## config.mk

```make
export PLATFORM = sky130hd
export DESIGN_NAME = dms_startup
export DESIGN_NICKNAME = d
export VERILOG_FILES = /design/src/logic/dms_pkg.sv /design/src/logic/dms_startup.sv
export SDC_FILE = /design/constraint.sdc
export NUM_CORES = 1
export LEC_CHECK = 0
export BUFFER_PORTS_ARGS = -buffer_cell sky130_fd_sc_hd__buf_2
export CAP_MARGIN = 20
export CORE_UTILIZATION = 30
export CTS_BUF_LIST = sky130_fd_sc_hd__clkbuf_8
export DETAILED_ROUTE_END_ITERATION = 8
export PLACE_DENSITY = 0.55
export SLEW_MARGIN = 10
export SYNTH_ARGS = -nofsm -noshare
export SYNTH_HDL_FRONTEND = slang
export SYNTH_SLANG_ARGS = --single-unit
```

## constraint.sdc

```tcl
create_clock -name clock -period 4 [get_ports clock]
set_input_delay 0.8 -clock clock [delete_from_list [all_inputs] [get_ports clock]]
set_output_delay 0.8 -clock clock [all_outputs]
set_load 0.02 [all_outputs]
```

## src/logic/dms_pkg.sv

```systemverilog
// Constants and types for the development-mode start-up handshake
package dms_pkg;

    // ==========================================================
    // Clock and timing
    localparam int unsigned DMS_CLK_MHZ = 100;
    localparam int unsigned DMS_SETUP_TIME_US = 1000;
    localparam int unsigned DMS_SETUP_CYCLES = DMS_SETUP_TIME_US * DMS_CLK_MHZ;

    // ==========================================================
    // Secondary two-wire interface and register map
    localparam logic [7:0] DMS_SEC_ADDR = 8'h34;
    localparam logic [7:0] DMS_REG_IF_STARTUP_CTRL = 8'h06;
    localparam int unsigned DMS_BIT_USE_DEV_PINS = 15;
    localparam int unsigned DMS_BIT_DEV_ADDR = 13;
    localparam int unsigned DMS_BIT_CONFIG_DONE = 12;
    localparam int unsigned DMS_BIT_RELOAD = 11;
    localparam logic DMS_RST_USE_DEV_PINS = 1'h1;
    localparam logic [1:0] DMS_RST_DEV_ADDR = 2'h0;
    localparam logic DMS_RST_CONFIG_DONE = 1'h0;
    localparam logic DMS_RST_RELOAD = 1'h1;
    localparam logic [3:0] DMS_BITS_PER_BYTE = 4'h8;

    // ==========================================================
    // Types
    typedef struct packed {
        logic off;
        logic preactive;
        logic active;
        logic backup;
    } dms_pwr_t;

    typedef struct packed {
        logic use_dev_pins;
        logic [1:0] dev_addr;
        logic config_done;
        logic reload_on_power_on;
    } dms_ctrl_t;

    localparam dms_ctrl_t DMS_CTRL_RESET = '{DMS_RST_USE_DEV_PINS, DMS_RST_DEV_ADDR,
        DMS_RST_CONFIG_DONE, DMS_RST_RELOAD};

    typedef enum logic [8:0] {
        DMS_IDLE = 9'h001,
        DMS_ADDR = 9'h002,
        DMS_ACK_A = 9'h004,
        DMS_PTR = 9'h008,
        DMS_ACK_P = 9'h010,
        DMS_WDATA = 9'h020,
        DMS_ACK_W = 9'h040,
        DMS_RDATA = 9'h080,
        DMS_RACK = 9'h100
    } dms_bus_t;

    typedef struct packed {
        logic scl_m;
        logic scl_s;
        logic scl_d;
        logic sda_m;
        logic sda_s;
        logic sda_d;
        logic cfg_hi_m;
        logic cfg_hi_s;
        logic cfg_lo_m;
        logic cfg_lo_s;
        dms_bus_t bus;
        logic [3:0] bit_cnt;
        logic [7:0] shift;
        logic [7:0] ptr;
        logic byte_idx;
        logic [7:0] data_hi;
        logic [15:0] rd;
        logic sda_oe;
        dms_ctrl_t ctrl;
        logic config_request_out;
        logic first_done;
        logic armed;
        logic [31:0] timer;
        logic abort;
        logic regs_reset;
        logic restart;
        dms_pwr_t pwr_d;
    } dms_st_t;

endpackage : dms_pkg

```

## src/logic/dms_startup.sv

```systemverilog
// Development-mode start-up handshake with secondary two-wire register port
`timescale 1ns/100ps

module dms_startup import dms_pkg::*; #(
    parameter int unsigned SETUP_CYCLES = dms_pkg::DMS_SETUP_CYCLES
) (
    // Clock and reset
    input wire logic clock,
    input wire logic resetn,
    // Configuration select pins
    input wire logic config_select_high,
    input wire logic config_select_low,
    // Secondary two-wire interface
    input wire logic secondary_clock_pin,
    input wire logic secondary_data_pin_in,
    output logic secondary_data_pin_out,
    output logic secondary_data_pin_oe,
    // Request output on general pin one
    output logic general_pin_one_out,
    output logic general_pin_one_oe,
    // Power-state machine
    input wire dms_pkg::dms_pwr_t pwr_state,
    output logic powerup_release,
    output logic abort_to_off,
    output logic regs_reset,
    output logic supply_slot_bypass,
    // Watchdog
    input wire logic wdog_expired,
    input wire logic wdog_disable,
    output logic system_restart,
    // Control fields towards the rest of the device
    output dms_pkg::dms_ctrl_t ctrl_out
);
    import dms_pkg::*;

    // ==========================================================
    // Reset release
    logic [1:0] rst_sync_reg;
    logic rst_n;

    always_ff @(posedge clock or negedge resetn) begin
        if (!resetn) begin
            rst_sync_reg <= 2'h0;
        end else begin
            rst_sync_reg <= {rst_sync_reg[0], 1'h1};
        end
    end
    assign rst_n = rst_sync_reg[1];

    // ==========================================================
    // State
    dms_st_t st_reg;
    dms_st_t st_next;
    logic dev_mode;
    logic enabled;
    logic scl_rise;
    logic scl_fall;
    logic bus_start;
    logic bus_stop;
    logic off_entry;
    logic pre_entry;
    logic backup_entry;
    logic [15:0] reg_view;
    logic [15:0] wr_word;

    assign dev_mode = !st_reg.cfg_hi_s && !st_reg.cfg_lo_s;
    // Secondary port only listens while development mode selects the pins
    assign enabled = dev_mode && st_reg.ctrl.use_dev_pins;
    assign scl_rise = st_reg.scl_s && !st_reg.scl_d;
    assign scl_fall = !st_reg.scl_s && st_reg.scl_d;
    assign bus_start = st_reg.scl_s && st_reg.scl_d && st_reg.sda_d && !st_reg.sda_s;
    assign bus_stop = st_reg.scl_s && st_reg.scl_d && !st_reg.sda_d && st_reg.sda_s;
    assign off_entry = pwr_state.off && !st_reg.pwr_d.off;
    assign pre_entry = pwr_state.preactive && !st_reg.pwr_d.preactive;
    assign backup_entry = pwr_state.backup && !st_reg.pwr_d.backup;
    assign wr_word = {st_reg.data_hi, st_reg.shift};

    always_comb begin
        reg_view = 16'h0000;
        if (st_reg.ptr == DMS_REG_IF_STARTUP_CTRL) begin
            reg_view[DMS_BIT_USE_DEV_PINS] = st_reg.ctrl.use_dev_pins;
            reg_view[DMS_BIT_DEV_ADDR +: 2] = st_reg.ctrl.dev_addr;
            reg_view[DMS_BIT_CONFIG_DONE] = st_reg.ctrl.config_done;
            reg_view[DMS_BIT_RELOAD] = st_reg.ctrl.reload_on_power_on;
        end
    end

    // ==========================================================
    // Next state
    always_comb begin
        st_next = st_reg;
        st_next.abort = 1'h0;
        st_next.regs_reset = 1'h0;
        st_next.scl_m = secondary_clock_pin;
        st_next.scl_s = st_reg.scl_m;
        st_next.scl_d = st_reg.scl_s;
        st_next.sda_m = secondary_data_pin_in;
        st_next.sda_s = st_reg.sda_m;
        st_next.sda_d = st_reg.sda_s;
        st_next.cfg_hi_m = config_select_high;
        st_next.cfg_hi_s = st_reg.cfg_hi_m;
        st_next.cfg_lo_m = config_select_low;
        st_next.cfg_lo_s = st_reg.cfg_lo_m;
        st_next.pwr_d = pwr_state;

        // Two-wire slave, clocked by edges seen on the sampled pin
        if (!enabled) begin
            st_next.bus = DMS_IDLE;
            st_next.sda_oe = 1'h0;
        end else if (bus_start) begin
            st_next.bus = DMS_ADDR;
            st_next.bit_cnt = 4'h0;
            st_next.sda_oe = 1'h0;
        end else if (bus_stop) begin
            st_next.bus = DMS_IDLE;
            st_next.sda_oe = 1'h0;
        end else if (scl_rise) begin
            unique case (st_reg.bus)
                DMS_ADDR, DMS_PTR, DMS_WDATA: begin
                    st_next.shift = {st_reg.shift[6:0], st_reg.sda_s};
                    st_next.bit_cnt = st_reg.bit_cnt + 4'h1;
                end
                DMS_RACK: begin
                    if (st_reg.sda_s) begin
                        st_next.bus = DMS_IDLE;
                    end
                end
                default: begin
                end
            endcase
        end else if (scl_fall) begin
            unique case (st_reg.bus)
                DMS_ADDR: begin
                    if (st_reg.bit_cnt == DMS_BITS_PER_BYTE) begin
                        if (st_reg.shift[7:1] == DMS_SEC_ADDR[7:1]) begin
                            st_next.sda_oe = 1'h1;
                            st_next.bus = st_reg.shift[0] ? DMS_RACK : DMS_ACK_A;
                            st_next.rd = reg_view;
                        end else begin
                            st_next.bus = DMS_IDLE;
                        end
                    end
                end
                DMS_ACK_A, DMS_ACK_P, DMS_ACK_W: begin
                    st_next.sda_oe = 1'h0;
                    st_next.bit_cnt = 4'h0;
                    st_next.bus = (st_reg.bus == DMS_ACK_A) ? DMS_PTR : DMS_WDATA;
                end
                DMS_PTR: begin
                    if (st_reg.bit_cnt == DMS_BITS_PER_BYTE) begin
                        st_next.ptr = st_reg.shift;
                        st_next.byte_idx = 1'h0;
                        st_next.sda_oe = 1'h1;
                        st_next.bus = DMS_ACK_P;
                    end
                end
                DMS_WDATA: begin
                    if (st_reg.bit_cnt == DMS_BITS_PER_BYTE) begin
                        st_next.sda_oe = 1'h1;
                        st_next.bus = DMS_ACK_W;
                        st_next.byte_idx = !st_reg.byte_idx;
                        if (!st_reg.byte_idx) begin
                            st_next.data_hi = st_reg.shift;
                        end else if (st_reg.ptr == DMS_REG_IF_STARTUP_CTRL) begin
                            st_next.ctrl.use_dev_pins = wr_word[DMS_BIT_USE_DEV_PINS];
                            st_next.ctrl.dev_addr = wr_word[DMS_BIT_DEV_ADDR +: 2];
                            st_next.ctrl.config_done = wr_word[DMS_BIT_CONFIG_DONE];
                            st_next.ctrl.reload_on_power_on = wr_word[DMS_BIT_RELOAD];
                        end
                    end
                end
                DMS_RDATA: begin
                    if (st_reg.bit_cnt == DMS_BITS_PER_BYTE) begin
                        st_next.sda_oe = 1'h0;
                        st_next.bus = DMS_RACK;
                    end else begin
                        st_next.sda_oe = !st_reg.rd[15];
                        st_next.rd = {st_reg.rd[14:0], 1'h0};
                        st_next.bit_cnt = st_reg.bit_cnt + 4'h1;
                    end
                end
                DMS_RACK: begin
                    // Ack seen, ours after the read address or the master's (a nack already went idle): send next byte
                    st_next.sda_oe = !st_reg.rd[15];
                    st_next.rd = {st_reg.rd[14:0], 1'h0};
                    st_next.bit_cnt = 4'h1;
                    st_next.bus = DMS_RDATA;
                end
                default: begin
                end
            endcase
        end

        // Start-up request and set-up timer
        if (pre_entry && dev_mode && !st_reg.config_request_out
                && (st_reg.ctrl.reload_on_power_on || !st_reg.first_done)) begin
            st_next.config_request_out = 1'h1;
            st_next.armed = 1'h1;
            st_next.timer = 32'h0;
        end else if (st_reg.armed) begin
            if (st_reg.ctrl.config_done || !pwr_state.preactive) begin
                st_next.armed = 1'h0;
            end else if (st_reg.timer == SETUP_CYCLES[31:0] - 32'h1) begin
                st_next.abort = 1'h1;
                st_next.armed = 1'h0;
            end else begin
                st_next.timer = st_reg.timer + 32'h1;
            end
        end
        if (powerup_release) begin
            st_next.first_done = 1'h1;
        end

        // Register reset on OFF entry (reload set) and on BACKUP entry outranks a same-cycle write
        if (off_entry && st_reg.ctrl.reload_on_power_on) begin
            st_next.ctrl = DMS_CTRL_RESET;
            st_next.regs_reset = 1'h1;
            st_next.config_request_out = 1'h0;
            st_next.armed = 1'h0;
        end else if (off_entry) begin
            st_next.armed = 1'h0;
        end
        // Request stays high here, so no new rise arms the timer afterwards
        if (backup_entry) begin
            st_next.ctrl = DMS_CTRL_RESET;
            st_next.regs_reset = 1'h1;
            st_next.armed = 1'h0;
        end

        st_next.restart = wdog_expired && !wdog_disable;
    end

    always_ff @(posedge clock or negedge rst_n) begin
        if (!rst_n) begin
            // Power history starts in OFF so release from reset is no OFF entry
            st_reg <= '{bus: DMS_IDLE, ctrl: DMS_CTRL_RESET, scl_m: 1'h1, scl_s: 1'h1,
                scl_d: 1'h1, sda_m: 1'h1, sda_s: 1'h1, sda_d: 1'h1, cfg_hi_m: 1'h1,
                cfg_hi_s: 1'h1, cfg_lo_m: 1'h1, cfg_lo_s: 1'h1,
                pwr_d: '{off: 1'h1, default: 1'h0}, default: '0};
        end else begin
            st_reg <= st_next;
        end
    end

    // ==========================================================
    // Outputs
    assign secondary_data_pin_out = 1'h0;
    assign secondary_data_pin_oe = st_reg.sda_oe;
    assign general_pin_one_out = st_reg.config_request_out;
    assign general_pin_one_oe = dev_mode;
    // Done only gates start-up in development mode; a reset-triggered
    // configurator sets it early and programs after ACTIVE
    assign powerup_release = pwr_state.preactive
        && (!dev_mode || st_reg.ctrl.config_done);
    assign abort_to_off = st_reg.abort;
    assign regs_reset = st_reg.regs_reset;
    assign supply_slot_bypass = pwr_state.active;
    assign system_restart = st_reg.restart;
    assign ctrl_out = st_reg.ctrl;

endmodule : dms_startup

```

**Yosys cells after proc, flatten, opt, wreduce, memory -nomap -nowiden**

Cells that the tools add are included.

- Bitwise gates (word level): 3
- Add/sub/neg operators: 2
- Equal/unequal tests: 41
- Multiplexer cells: 84
- Reduce and logical (&&, ||, !) cells: 61

Operator list:

| operator | number |
|---|---|
| $mux W9 | 24 |
| $mux W17 | 7 |
| $mux W39 | 2 |
| $mux W33 | 2 |
| $mux W12 | 5 |
| $pmux W9 S6 | 1 |
| $pmux W16 S3 | 1 |
| $mux W45 | 1 |
| $mux W5 | 8 |
| $mux W13 | 3 |
| $ne A7 B7 Y1 const B | 5 |
| $mux W34 | 1 |
| $add A32 B1 Y32 const B | 1 |
| $eq A32 B17 Y1 const B | 1 |
| $mux W32 | 1 |
| $mux W8 | 4 |
| $mux W6 | 4 |
| $ne A6 B6 Y1 const B | 4 |
| $reduce_and A8 Y1 | 3 |
| $reduce_bool A3 Y1 | 8 |
| $ne A5 B5 Y1 const B | 4 |
| $logic_and A1 B1 Y1 | 18 |
| $reduce_and A9 Y1 | 2 |
| $logic_not A1 Y1 | 16 |
| other kinds (36) | 65 |

- Bits of input ports: 12
- Word-level logic and storage cells: 224
- Bits in registers: 113

**Logic depth before layout (Yosys ltp)**

Gate-level depths: netlist (run 1).

- Word-level depth: 17
- Gate-level depth with buffers: 8
- Mapped depth without buffers: 8

**Worst setup path after synthesis (run 1)**

OpenSTA, ideal clock, no wires.

- Kind: input port to flip-flop
- From: input pwr_state[2] in the netlist's numbering
- To: register st_reg[28] in the netlist's numbering
- Data required time: 3,868 ps
- Setup slack: 1,731 ps
- Data arrival time: 2,137 ps
- Stages: 8
- Cells stage by stage: nand3b_4 -> buf_2 -> nor4_4 -> and3_1 -> clkbuf_2 -> and4_1 -> xnor2_1 -> nor2_1

- Cells in the longest elaborated chain, start to end: 6

RTL lines:

| what | RTL line | text |
|---|---|---|
| start, declared | dms_startup.sv:22 | `input wire dms_pkg::dms_pwr_t pwr_state,` |
| $logic_and A1 B1 Y1 | dms_startup.sv:74 | `assign pre_entry = pwr_state.preactive && !st_reg.pwr_d.preactive;` |
| $logic_and A1 B1 Y1 (2 in series) | dms_startup.sv:195 | `if (pre_entry && dev_mode && !st_reg.config_request_out` |
| $logic_and A1 B1 Y1 | dms_startup.sv:196 | `&& (st_reg.ctrl.reload_on_power_on \|\| !st_reg.first_done)) begin` |
| $ne A2 B2 Y1 (no line) or $reduce_bool A2 Y1 (tied branches) | -- |  |
| $reduce_and A3 Y1 (no line) | -- |  |
| end signal, assigned | dms_startup.sv:236 | `st_reg <= '{bus: DMS_IDLE, ctrl: DMS_CTRL_RESET, scl_m: 1'h1, scl_s: 1'h1,` |
| end signal, assigned | dms_startup.sv:241 | `st_reg <= st_next;` |
| end, declared | dms_startup.sv:52 | `dms_st_t st_reg;` |

Parallel ways exist; a longest one is shown, timed or not.
A chain may end at the register's enable or synchronous reset.

**Worst setup path after layout (run 1)**

- From: register st_reg, in the netlist ctrl_out[4]
- To: register st_reg[69] in the netlist's numbering

- Cells in the longest elaborated chain, start to end: 3

RTL lines:

| what | RTL line | text |
|---|---|---|
| $logic_and A1 B1 Y1 (*) | dms_startup.sv:68 | `assign enabled = dev_mode && st_reg.ctrl.use_dev_pins;` |
| $ne A7 B7 Y1 (no line) | -- |  |
| $reduce_and A8 Y1 (no line) (*) | -- |  |

Mark *: on every way between the ends. The rest lies on a longest branch, timed or not.

==> flow_summary.yaml, run 1 <==
route:
  drc: 0
  routed_wl_mm: 9.686
  drt_iter0_markers: 170
  viasPerCell: 4.822
  ant_nets: 0
  vias: 3279
  dr.pass1.iters: 4
  detail_route.wl_per_cell_um: 14.24
die:
  num_rows: 46
  io-pin-count: 26
  dieWidth_um: 129.4
  initial_core_util_pct: 30.63
  dieArea_mm2: 0.01673
  die_h_um: 129.4
  core_mm2: 0.01589
worst_setup_path:
  slowest_delay_ns: 0.62
  critPathRequiredTime_ns: 4.26
  cp-end-kind: "flop"
  reg2reg_depth: 6
  path_cells: "or3b_4, a21oi_4, and2_1, nand4_1, a31oi_4, mux2_2"
  cp-start-kind: "flop"
  rrSetupSlack_ns: 1.57
  path_class: "reg -> reg"
  timing.rr.start: "ctrl_out[4]"
  crit_family: "simple AND/OR/NAND/NOR gates"
  rr_endpoint: "st_reg[69]"
  worst-path-max-fanout: 6
  worstPathArrival_ns: 2.69
  crit_buf_inv: 0
  slowest_stage: "dfstp_2"
placement:
  port_buffers: 22
  place_area_mm2: 0.005175
  place_worst_setup_slack_ns: 1.397
  globalplace.congestion: 0.8362
  hpwl_mm: 6.924
clocking:
  post_cts_resized: 0
  hold_buffers: 0
  tritoncts: "done"
  clk_latency_ns: 0.38
  clkSlewWorstSetupHoldPaths_ns: 0.10
  clkSinkCount: 99
  ctsLongestPathBuffers: 2
  post_cts.repair.setup_buffers: 0
  clock-root-buffer: "clkbuf_8"
  cts_buffers: 9
  h-tree-depth: 3
timing:
  rsz0062_at_grt: "no"
  slew_viol_final: 0
  finalHoldViolCount: 0
  setup-violations-final: 0
  timing.fmax_ghz: 0.4110
  setup_ws_ns: 1.567
  timing.final.crit_share_pct: 60.83
  tns_ns: 0
  final.min_clock_period_ns: 2.433
  tightest_slew_ns: 0.9025
  max_slew_margin_pct: 39.83
  finClkSkew_ns: 0.01316
status:
  outcome: "complete, no violations"
cells_and_area:
  areaGrowthSynthToFinish_pct: 10.88
  final_common_cell: "dfrtp_1"
  fillCellCount: 1646
  area.sequential_mm2: 0.002499
  design_area_mm2: 0.005395
  antenna_cells: 0
  mostFrequentLayoutCells: "84 x dfrtp_1, 49 x nor2_1, 32 x nand2_1, 25 x mux2_2, 23 x xor2_1"
  multi_input_area_mm2: 0.002232
  drive_gt1_share_pct: 23.71
  nets: 478
  largest_reg_flops: 81
global_route:
  grt.total_usage_pct: 12.90
  grt_pass1_vias: 3294
  use_met1_pct: 18.07
  busiest_layer: "met2"
  use_met3_pct: 3.468
  overflow: 0
  grt_max_degree: 71
  antenna_found_initial: 0
  use_met2_pct: 19.20
  grt_pass1_wl_mm: 16.84
synth:
  yosys_warnings: 0
  synth_edf_count: 0
  synth_cells: 440
  ys_seq_area_share_pct: 51.27
  yosys_register_bits: 99
  post_synth_instance_area_mm2: 0.004866
  synth_cell_type_count: 63
  ys_async_sr_fraction_pct: 100.0
  synth_fp_nets: 459
  synthFlopType: "dfrtp_1"
  synth_top_area_share_pct: 43.71
  syn_avg_cell_area_um2: 11.06
  yosysTopAreaCell: "dfrtp_1"
  synth_area_leaders: "dfrtp_1 44%, dfstp_2 7.6%, mux2_2 5.8%"
power:
  peakVddDrop_uv: 256.4
  leakagePower_nw: 2.479
  p_per_area_mw_per_mm2: 345.1
min_path:
  min-delay-path-class: "in -> async"
flow_run:
  maxCapViolCount: 0
==> kinds of logic after synthesis <==
family	Yosys count	synth area share, %
AO/OA/AOI/OAI	46	7.534
buffers and inverters	30	3.034
flip-flops	99	51.27
adder cells (fa/ha/maj)	7	1.800
XOR/XNOR	35	6.300
other	2	0.1543
multiplexers	35	8.666
AND/OR/NAND/NOR	186	21.24
==> per-stage QoR <==
step	utilization, %	hold slack [ns]	instances	power, mW
floorplan	-	0.3312	440	1.142
global placement	32.58	0.3364	663	1.175
detailed placement	32.58	0.3450	663	1.180
CTS	33.93	0.1597	679	1.902
global route	33.96	0.1506	680	1.962
finish	33.96	0.1911	680	1.862
==> worst reg2reg max path, cell delays in order, from the launching register on <==
cell     delay (ns)
dfstp_2        0.62
or3b_4         0.43
a21oi_4        0.26
and2_1         0.21
nand4_1        0.16
a31oi_4        0.27
mux2_2         0.36
==> report_power, final <==
part | switching [mW] | total, mW | internal (mW) | leakage (nW)
Combinational | 0.0632 | 0.102 | 0.0383 | 1.07
Sequential | 0.0306 | 1.06 | 1.03 | 1.30
Clock | 0.354 | 0.705 | 0.351 | 0.109
==> how the worst max path moves through the flow <==
stage,to,cells past startpoint,slack [ns],startpoint
global route,st_reg[69],7,1.40,st_reg[109]
CTS,st_reg[7],6,1.54,st_reg[33]
finish,st_reg[69],6,1.57,ctrl_out[4]
floorplan,abort_to_off,0,1.06,rst_sync_reg[1]
detailed placement,st_reg[27],7,1.40,pwr_state[2]
global placement,st_reg[27],7,1.45,pwr_state[2]
==> Yosys cell counts (all sizes together), types with 3 or more instances <==
| library cell | count |
|---|---|
| dfstp | 14 |
| nor2 | 51 |
| and3 | 7 |
| a21oi | 8 |
| nand4 | 13 |
| a22o | 9 |
| nor4 | 12 |
| inv | 13 |
| nor2b | 8 |
| dfrtp | 85 |
| o21ai | 12 |
| nor3b | 3 |
| xnor2 | 12 |
| or3 | 3 |
| ha | 7 |
| clkbuf | 5 |
| and2 | 5 |
| nand2 | 33 |
| nor3 | 13 |
| nand3 | 18 |
| or2 | 3 |
| buf | 12 |
| nor4b | 3 |
| nand3b | 3 |
| xor2 | 23 |
| mux2 | 33 |
==> per-layer routing <==
| metal | routed length [um] | vias up |
|---|---|---|
| met1 | 4869 | 1616 |
| li1 | - | 1583 |
| met2 | 4274 | 68 |
| met3 | 355 | 12 |
| met5 | 0 | - |
| met4 | 186 | 0 |
==> final cells by class <==
| class | count | share of cell area (%) |
|---|---|---|
| Clock buffer | 9 | 2.296 |
| Clock inverter | 7 | 1.693 |
| Inverter | 13 | 0.9045 |
| Multi-Input combinational cell | 311 | 41.37 |
| Sequential cell | 99 | 46.31 |
| Tap cell | 216 | 5.009 |
| Timing Repair Buffer | 25 | 2.412 |
Power figures use the tool's default switching activity.
==> run 2: changes to the inputs <==
==> constraint.sdc (replaced) <==
create_clock -name clock -period 2.55 [get_ports clock]
set_input_delay 0.51 -clock clock [delete_from_list [all_inputs] [get_ports clock]]
set_output_delay 0.51 -clock clock [all_outputs]
set_load 0.02 [all_outputs]
==> flow_summary.yaml, run 2 (synthesis gave the netlist of run 1 again) <==
clocking:
  cts_buffers: 9
  tritoncts: "done"
  post_cts_resized: 0
  h-tree-depth: 3
  clkSinkCount: 99
  clkSlewWorstSetupHoldPaths_ns: 0.09
  clock-root-buffer: "clkbuf_8"
  ctsLongestPathBuffers: 2
  clk_latency_ns: 0.38
route:
  vias: 3353
  drc: 0
  viasPerCell: 4.866
  detail_route.wl_per_cell_um: 14.78
  drt_iter0_markers: 174
  dr.pass1.iters: 4
  ant_nets: 0
  routed_wl_mm: 10.18
timing:
  finalHoldViolCount: 0
  rsz0062_at_grt: "no"
  timing.final.crit_share_pct: 93.54
  timing.fmax_ghz: 0.4192
  tightest_slew_ns: 0.6694
  slew_viol_final: 0
  tns_ns: 0
  setup-violations-final: 0
  final.min_clock_period_ns: 2.385
  max_slew_margin_pct: 55.37
  finClkSkew_ns: 0.01248
global_route:
  antenna_found_initial: 0
  overflow: 0
  grt_pass1_vias: 3403
  grt_pass1_wl_mm: 17.23
  grt.total_usage_pct: 13.28
  grt_max_degree: 52
worst_setup_path:
  worstPathArrival_ns: 2.64
  slowest_delay_ns: 0.59
  cp-end-kind: "flop"
  slowest_stage: "dfstp_2"
  critPathRequiredTime_ns: 2.81
  worst-path-max-fanout: 6
  path_class: "reg -> reg"
  cp-start-kind: "flop"
  path_cells: "or3b_4, a21oi_4, and2_1, nand4_1, a31oi_4, mux2_2"
power:
  p_per_area_mw_per_mm2: 535.1
  leakagePower_nw: 2.532
  peakVddDrop_uv: 247.2
die:
  dieArea_mm2: 0.01673
  num_rows: 46
  io-pin-count: 26
  initial_core_util_pct: 30.63
  die_h_um: 129.4
  dieWidth_um: 129.4
  core_mm2: 0.01589
placement:
  port_buffers: 22
  hpwl_mm: 7.440
  globalplace.congestion: 0.8540
  dpl.cell_count: 672
cells_and_area:
  fin_cells: 689
  largest_reg_flops: 81
  antenna_cells: 0
  mostFrequentLayoutCells: "84 x dfrtp_1, 49 x nor2_1, 32 x nand2_1, 25 x mux2_2, 23 x xor2_1"
  areaGrowthSynthToFinish_pct: 12.70
  fillCellCount: 1628
  nets: 487
  multi_input_area_mm2: 0.002232
  area.sequential_mm2: 0.002499
  drive_gt1_share_pct: 24.74
  final_common_cell: "dfrtp_1"
status:
  outcome: "complete, no violations"
flow_run:
  maxCapViolCount: 0
min_path:
  min-delay-path-class: "in -> reg"
-- run 2: cell count changes in the layout (fill, tap and decap cells not counted) --
| cell | before | now |
|---|---|---|
| clkbuf_2 | 1 | 0 |
| buf_12 | 0 | 1 |
| inv_1 | 13 | 14 |
| buf_4 | 2 | 10 |
| dlygate4sd3_1 | 0 | 1 |
| clkinv_2 | 3 | 2 |
| clkbuf_8 | 9 | 10 |
| inv_6 | 1 | 0 |
-- run 2: layout make-up --
class                      instances  area share, %
sequential                        99          45.56
multi-input combinational        311          40.70
tap                              216          4.928
timing repair buffer              34          3.924
clock buffer                      10          2.510
clock inverter                     6          1.483
inverter                          13         0.8898
-- run 2: metal layers --
metal	vias to the layer above	wire length (um)	GRT usage, %
met4	0	168	5.052
met1	1701	5004	18.44
met3	12	263	2.477
met2	43	4743	20.49
li1	1597	-	-
met5	-	0	0
-- run 2: final timing paths --
path | startpoint | to | slack, ns | depth (start not counted)
worst max-delay path | ctrl_out[4] | st_reg[69] | 0.16 | 6
worst min-delay path | config_select_low | st_next[102] | 0.23 | 1
worst max register to register | ctrl_out[4] | st_reg[69] | 0.16 | 6
worst min register to register | rst_sync_reg[0] | rst_sync_reg[1] | 0.36 | 0
max in group asynchronous | rst_sync_reg[1] | ctrl_out[0] | 1.44 | 1
min in group asynchronous | rst_sync_reg[1] | st_reg[79] | 0.37 | 0
-- run 2: per-stage QoR --
step	area, um2	setup slack, ns	power (mW)	utilization [%]	hold slack [ns]
2_1_floorplan	4867	0.3630	1.792	-	0.2144
3_3_place_gp	5255	0.2752	1.850	33.08	0.2951
3_5_place_dp	5255	0.1904	1.855	33.08	0.2985
4_1_cts	5484	0.1642	2.985	34.52	0.2018
5_1_grt	5484	0.08109	3.063	34.52	0.2115
6_report	5484	0.1646	2.934	34.52	0.2253
-- run 2: timing repair --
| action | CTS | global route |
|---|---|---|
| setup buffers | 0 | 0 |
| endpoints found under the setup margin | 0 | 0 |
| hold endpoints to repair | 2 | 0 |
| hold buffers | 1 | 0 |
-- run 2: power by group --
group          internal (mW)  switching, mW
clock                  0.573          0.541
sequential              1.61         0.0417
combinational         0.0642          0.107
-- run 2: worst max-delay path: cells and delay by family (launching register included) --
kind             cells  cell delay [ns]
AND/OR/NAND/NOR      3             0.79
flip-flops           1             0.59
AO/OA/AOI/OAI        2             0.52
multiplexers         1             0.37
==> run 3: changes to the inputs <==
--- a/config.mk
+++ b/config.mk
@@ -7,10 +7,10 @@
 export LEC_CHECK = 0
 export BUFFER_PORTS_ARGS = -buffer_cell sky130_fd_sc_hd__buf_2
 export CAP_MARGIN = 20
-export CORE_UTILIZATION = 30
+export CORE_UTILIZATION = 43
 export CTS_BUF_LIST = sky130_fd_sc_hd__clkbuf_8
 export DETAILED_ROUTE_END_ITERATION = 8
-export PLACE_DENSITY = 0.55
+export PLACE_DENSITY = 0.69
 export SLEW_MARGIN = 10
 export SYNTH_ARGS = -nofsm -noshare
 export SYNTH_HDL_FRONTEND = slang
==> flow_summary.yaml, run 3 (synthesis gave the netlist of run 1 again) <==
power:
  peakVddDrop_uv: 397.5
  p_clk_share_pct: 36.8
  p_int_mw: 2.183
  sw_frac_of_total_pct: 24.10
  leakagePower_nw: 2.520
  p_seq_share_pct: 57.2
  p_per_area_mw_per_mm2: 535.3
  p_switching_mw: 0.6933
  pwr-share-comb_pct: 5.9
placement:
  globalplace.congestion: 0.8992
  place_worst_setup_slack_ns: 0.1858
  hpwl_mm: 6.838
  port_buffers: 22
  place_area_mm2: 0.005152
worst_setup_path:
  crit_buf_inv: 0
  critPathRequiredTime_ns: 2.81
  cp-start-kind: "flop"
  timing.rr.start: "ctrl_out[4]"
  reg2reg_depth: 6
  cp-end-kind: "flop"
  worst-path-max-fanout: 6
  crit_family: "simple AND/OR/NAND/NOR gates"
  slowest_stage: "dfstp_2"
  path_cells: "or3b_4, a21oi_4, and2_1, nand4_1, a31oi_4, mux2_2"
  slowest_delay_ns: 0.59
  rr_endpoint: "st_reg[69]"
  path_class: "reg -> reg"
  worstPathArrival_ns: 2.64
  rrSetupSlack_ns: 0.17
clocking:
  cts_buffers: 9
  clkSinkCount: 99
  ctsLongestPathBuffers: 2
  clock-root-buffer: "clkbuf_8"
  post_cts.repair.setup_buffers: 0
  h-tree-depth: 3
  clkSlewWorstSetupHoldPaths_ns: 0.10
  clk_latency_ns: 0.37
  tritoncts: "done"
cells_and_area:
  areaGrowthSynthToFinish_pct: 10.44
  antenna_cells: 0
  design_area_mm2: 0.005374
  drive_gt1_share_pct: 24.79
  largest_reg_flops: 81
  mostFrequentLayoutCells: "84 x dfrtp_1, 49 x nor2_1, 32 x nand2_1, 25 x mux2_2, 23 x xor2_1"
  nets: 486
  final_common_cell: "dfrtp_1"
  final_util_pct: 49.14
route:
  drc: 0
  viasPerCell: 5.408
  ant_nets: 0
  drt_iter0_markers: 192
  vias: 3310
  dr.pass1.iters: 4
  detail_route.wl_per_cell_um: 15.40
  routed_wl_mm: 9.425
global_route:
  overflow: 0
  grt_pass1_wl_mm: 15.88
  grt_max_degree: 41
  antenna_found_initial: 0
  grt.total_usage_pct: 17.50
  grt_pass1_vias: 3278
timing:
  tns_ns: 0
  finClkSkew_ns: 0.01362
  slew_viol_final: 0
  timing.fmax_ghz: 0.4210
  finalHoldViolCount: 0
  final.min_clock_period_ns: 2.376
  timing.final.crit_share_pct: 93.16
  rsz0062_at_grt: "no"
  max_slew_margin_pct: 56.87
  setup_ws_ns: 0.1745
  tightest_slew_ns: 0.6410
  setup-violations-final: 0
die:
  io-pin-count: 26
  initial_core_util_pct: 44.50
  dieArea_mm2: 0.01175
  core_mm2: 0.01094
  die_h_um: 108.4
  dieWidth_um: 108.4
  num_rows: 38
min_path:
  hold_end: "st_next[104]"
  min-delay-path-class: "in -> reg"
  hold_depth: 1
  hold_path.startpoint: "config_select_high"
flow_run:
  maxCapViolCount: 0
status:
  outcome: "complete, no violations"
[run 3: cell count changes in the layout (fill, tap and decap cells not counted)]
cell       before  now
buf_4          10    9
bufinv_16       2    1
clkbuf_8       10   11
clkinv_2        2    1
clkinv_4        0    1
inv_1          14   13
inv_6           0    1
[run 3: worst register-to-register path, cell delays in order, from the launching register on]
cell and delay, ns:
dfstp_2 0.59, or3b_4 0.42, a21oi_4 0.25, and2_1 0.21, nand4_1 0.16, a31oi_4 0.27, mux2_2 0.36
[run 3: area by class of cell]
type / count / area [um2]
Sequential cell: 99 / 2499
Fill cell: 992 / 5562
Clock buffer: 11 / 151.4
Tap cell: 140 / 175.2
Inverter: 13 / 48.80
Timing Repair Buffer: 33 / 207.7
Multi-Input combinational cell: 311 / 2232
Clock inverter: 5 / 60.06
[run 3: how the worst max path moves through the flow]
| stage | startpoint | end | slack [ns] | depth (start not counted) |
|---|---|---|---|---|
| final | ctrl_out[4] | st_reg[69] | 0.17 | 6 |
| after global routing | st_reg[97] | st_reg[91] | 0.07 | 6 |
| after CTS | ctrl_out[4] | st_reg[67] | 0.18 | 6 |
| after detailed placement | ctrl_out[4] | st_reg[67] | 0.19 | 6 |
| after global placement | ctrl_out[4] | st_reg[68] | 0.28 | 6 |
| after floorplan | ctrl_out[4] | st_reg[67] | 0.36 | 6 |
[run 3: per-stage QoR]
stage	instances	hold WS [ns]	total power, mW
2_1_floorplan	440	0.2144	1.792
3_3_place_gp	595	0.2951	1.843
3_5_place_dp	595	0.2964	1.849
4_1_cts	612	0.2114	2.913
5_1_grt	612	0.2038	2.994
6_report	612	0.2347	2.877
[run 3: layer usage]
metal  track usage [%]  vias to the layer above  routed length (um)
met5                 0                        -                   0
met4             5.019                        0                 127
met3             4.521                        8                 370
met2             27.84                       73                4342
met1             23.57                     1636                4585
li1                  -                     1593                   -
[run 3: power groups by stage]
stage          sequential (mW)  clock (mW)  combinational [mW]
3_5_place_dp              1.68           0               0.172
3_3_place_gp              1.68           0               0.168
2_1_floorplan             1.68           0               0.109
5_1_grt                   1.65        1.15               0.191
4_1_cts                   1.65        1.09               0.173
6_report                  1.65        1.06               0.171
[run 3: what timing repair did]
item	CTS	global route
hold buffers	1	0
endpoints found under the hold margin	2	0
resized for setup	0	0
setup endpoints to repair	0	0
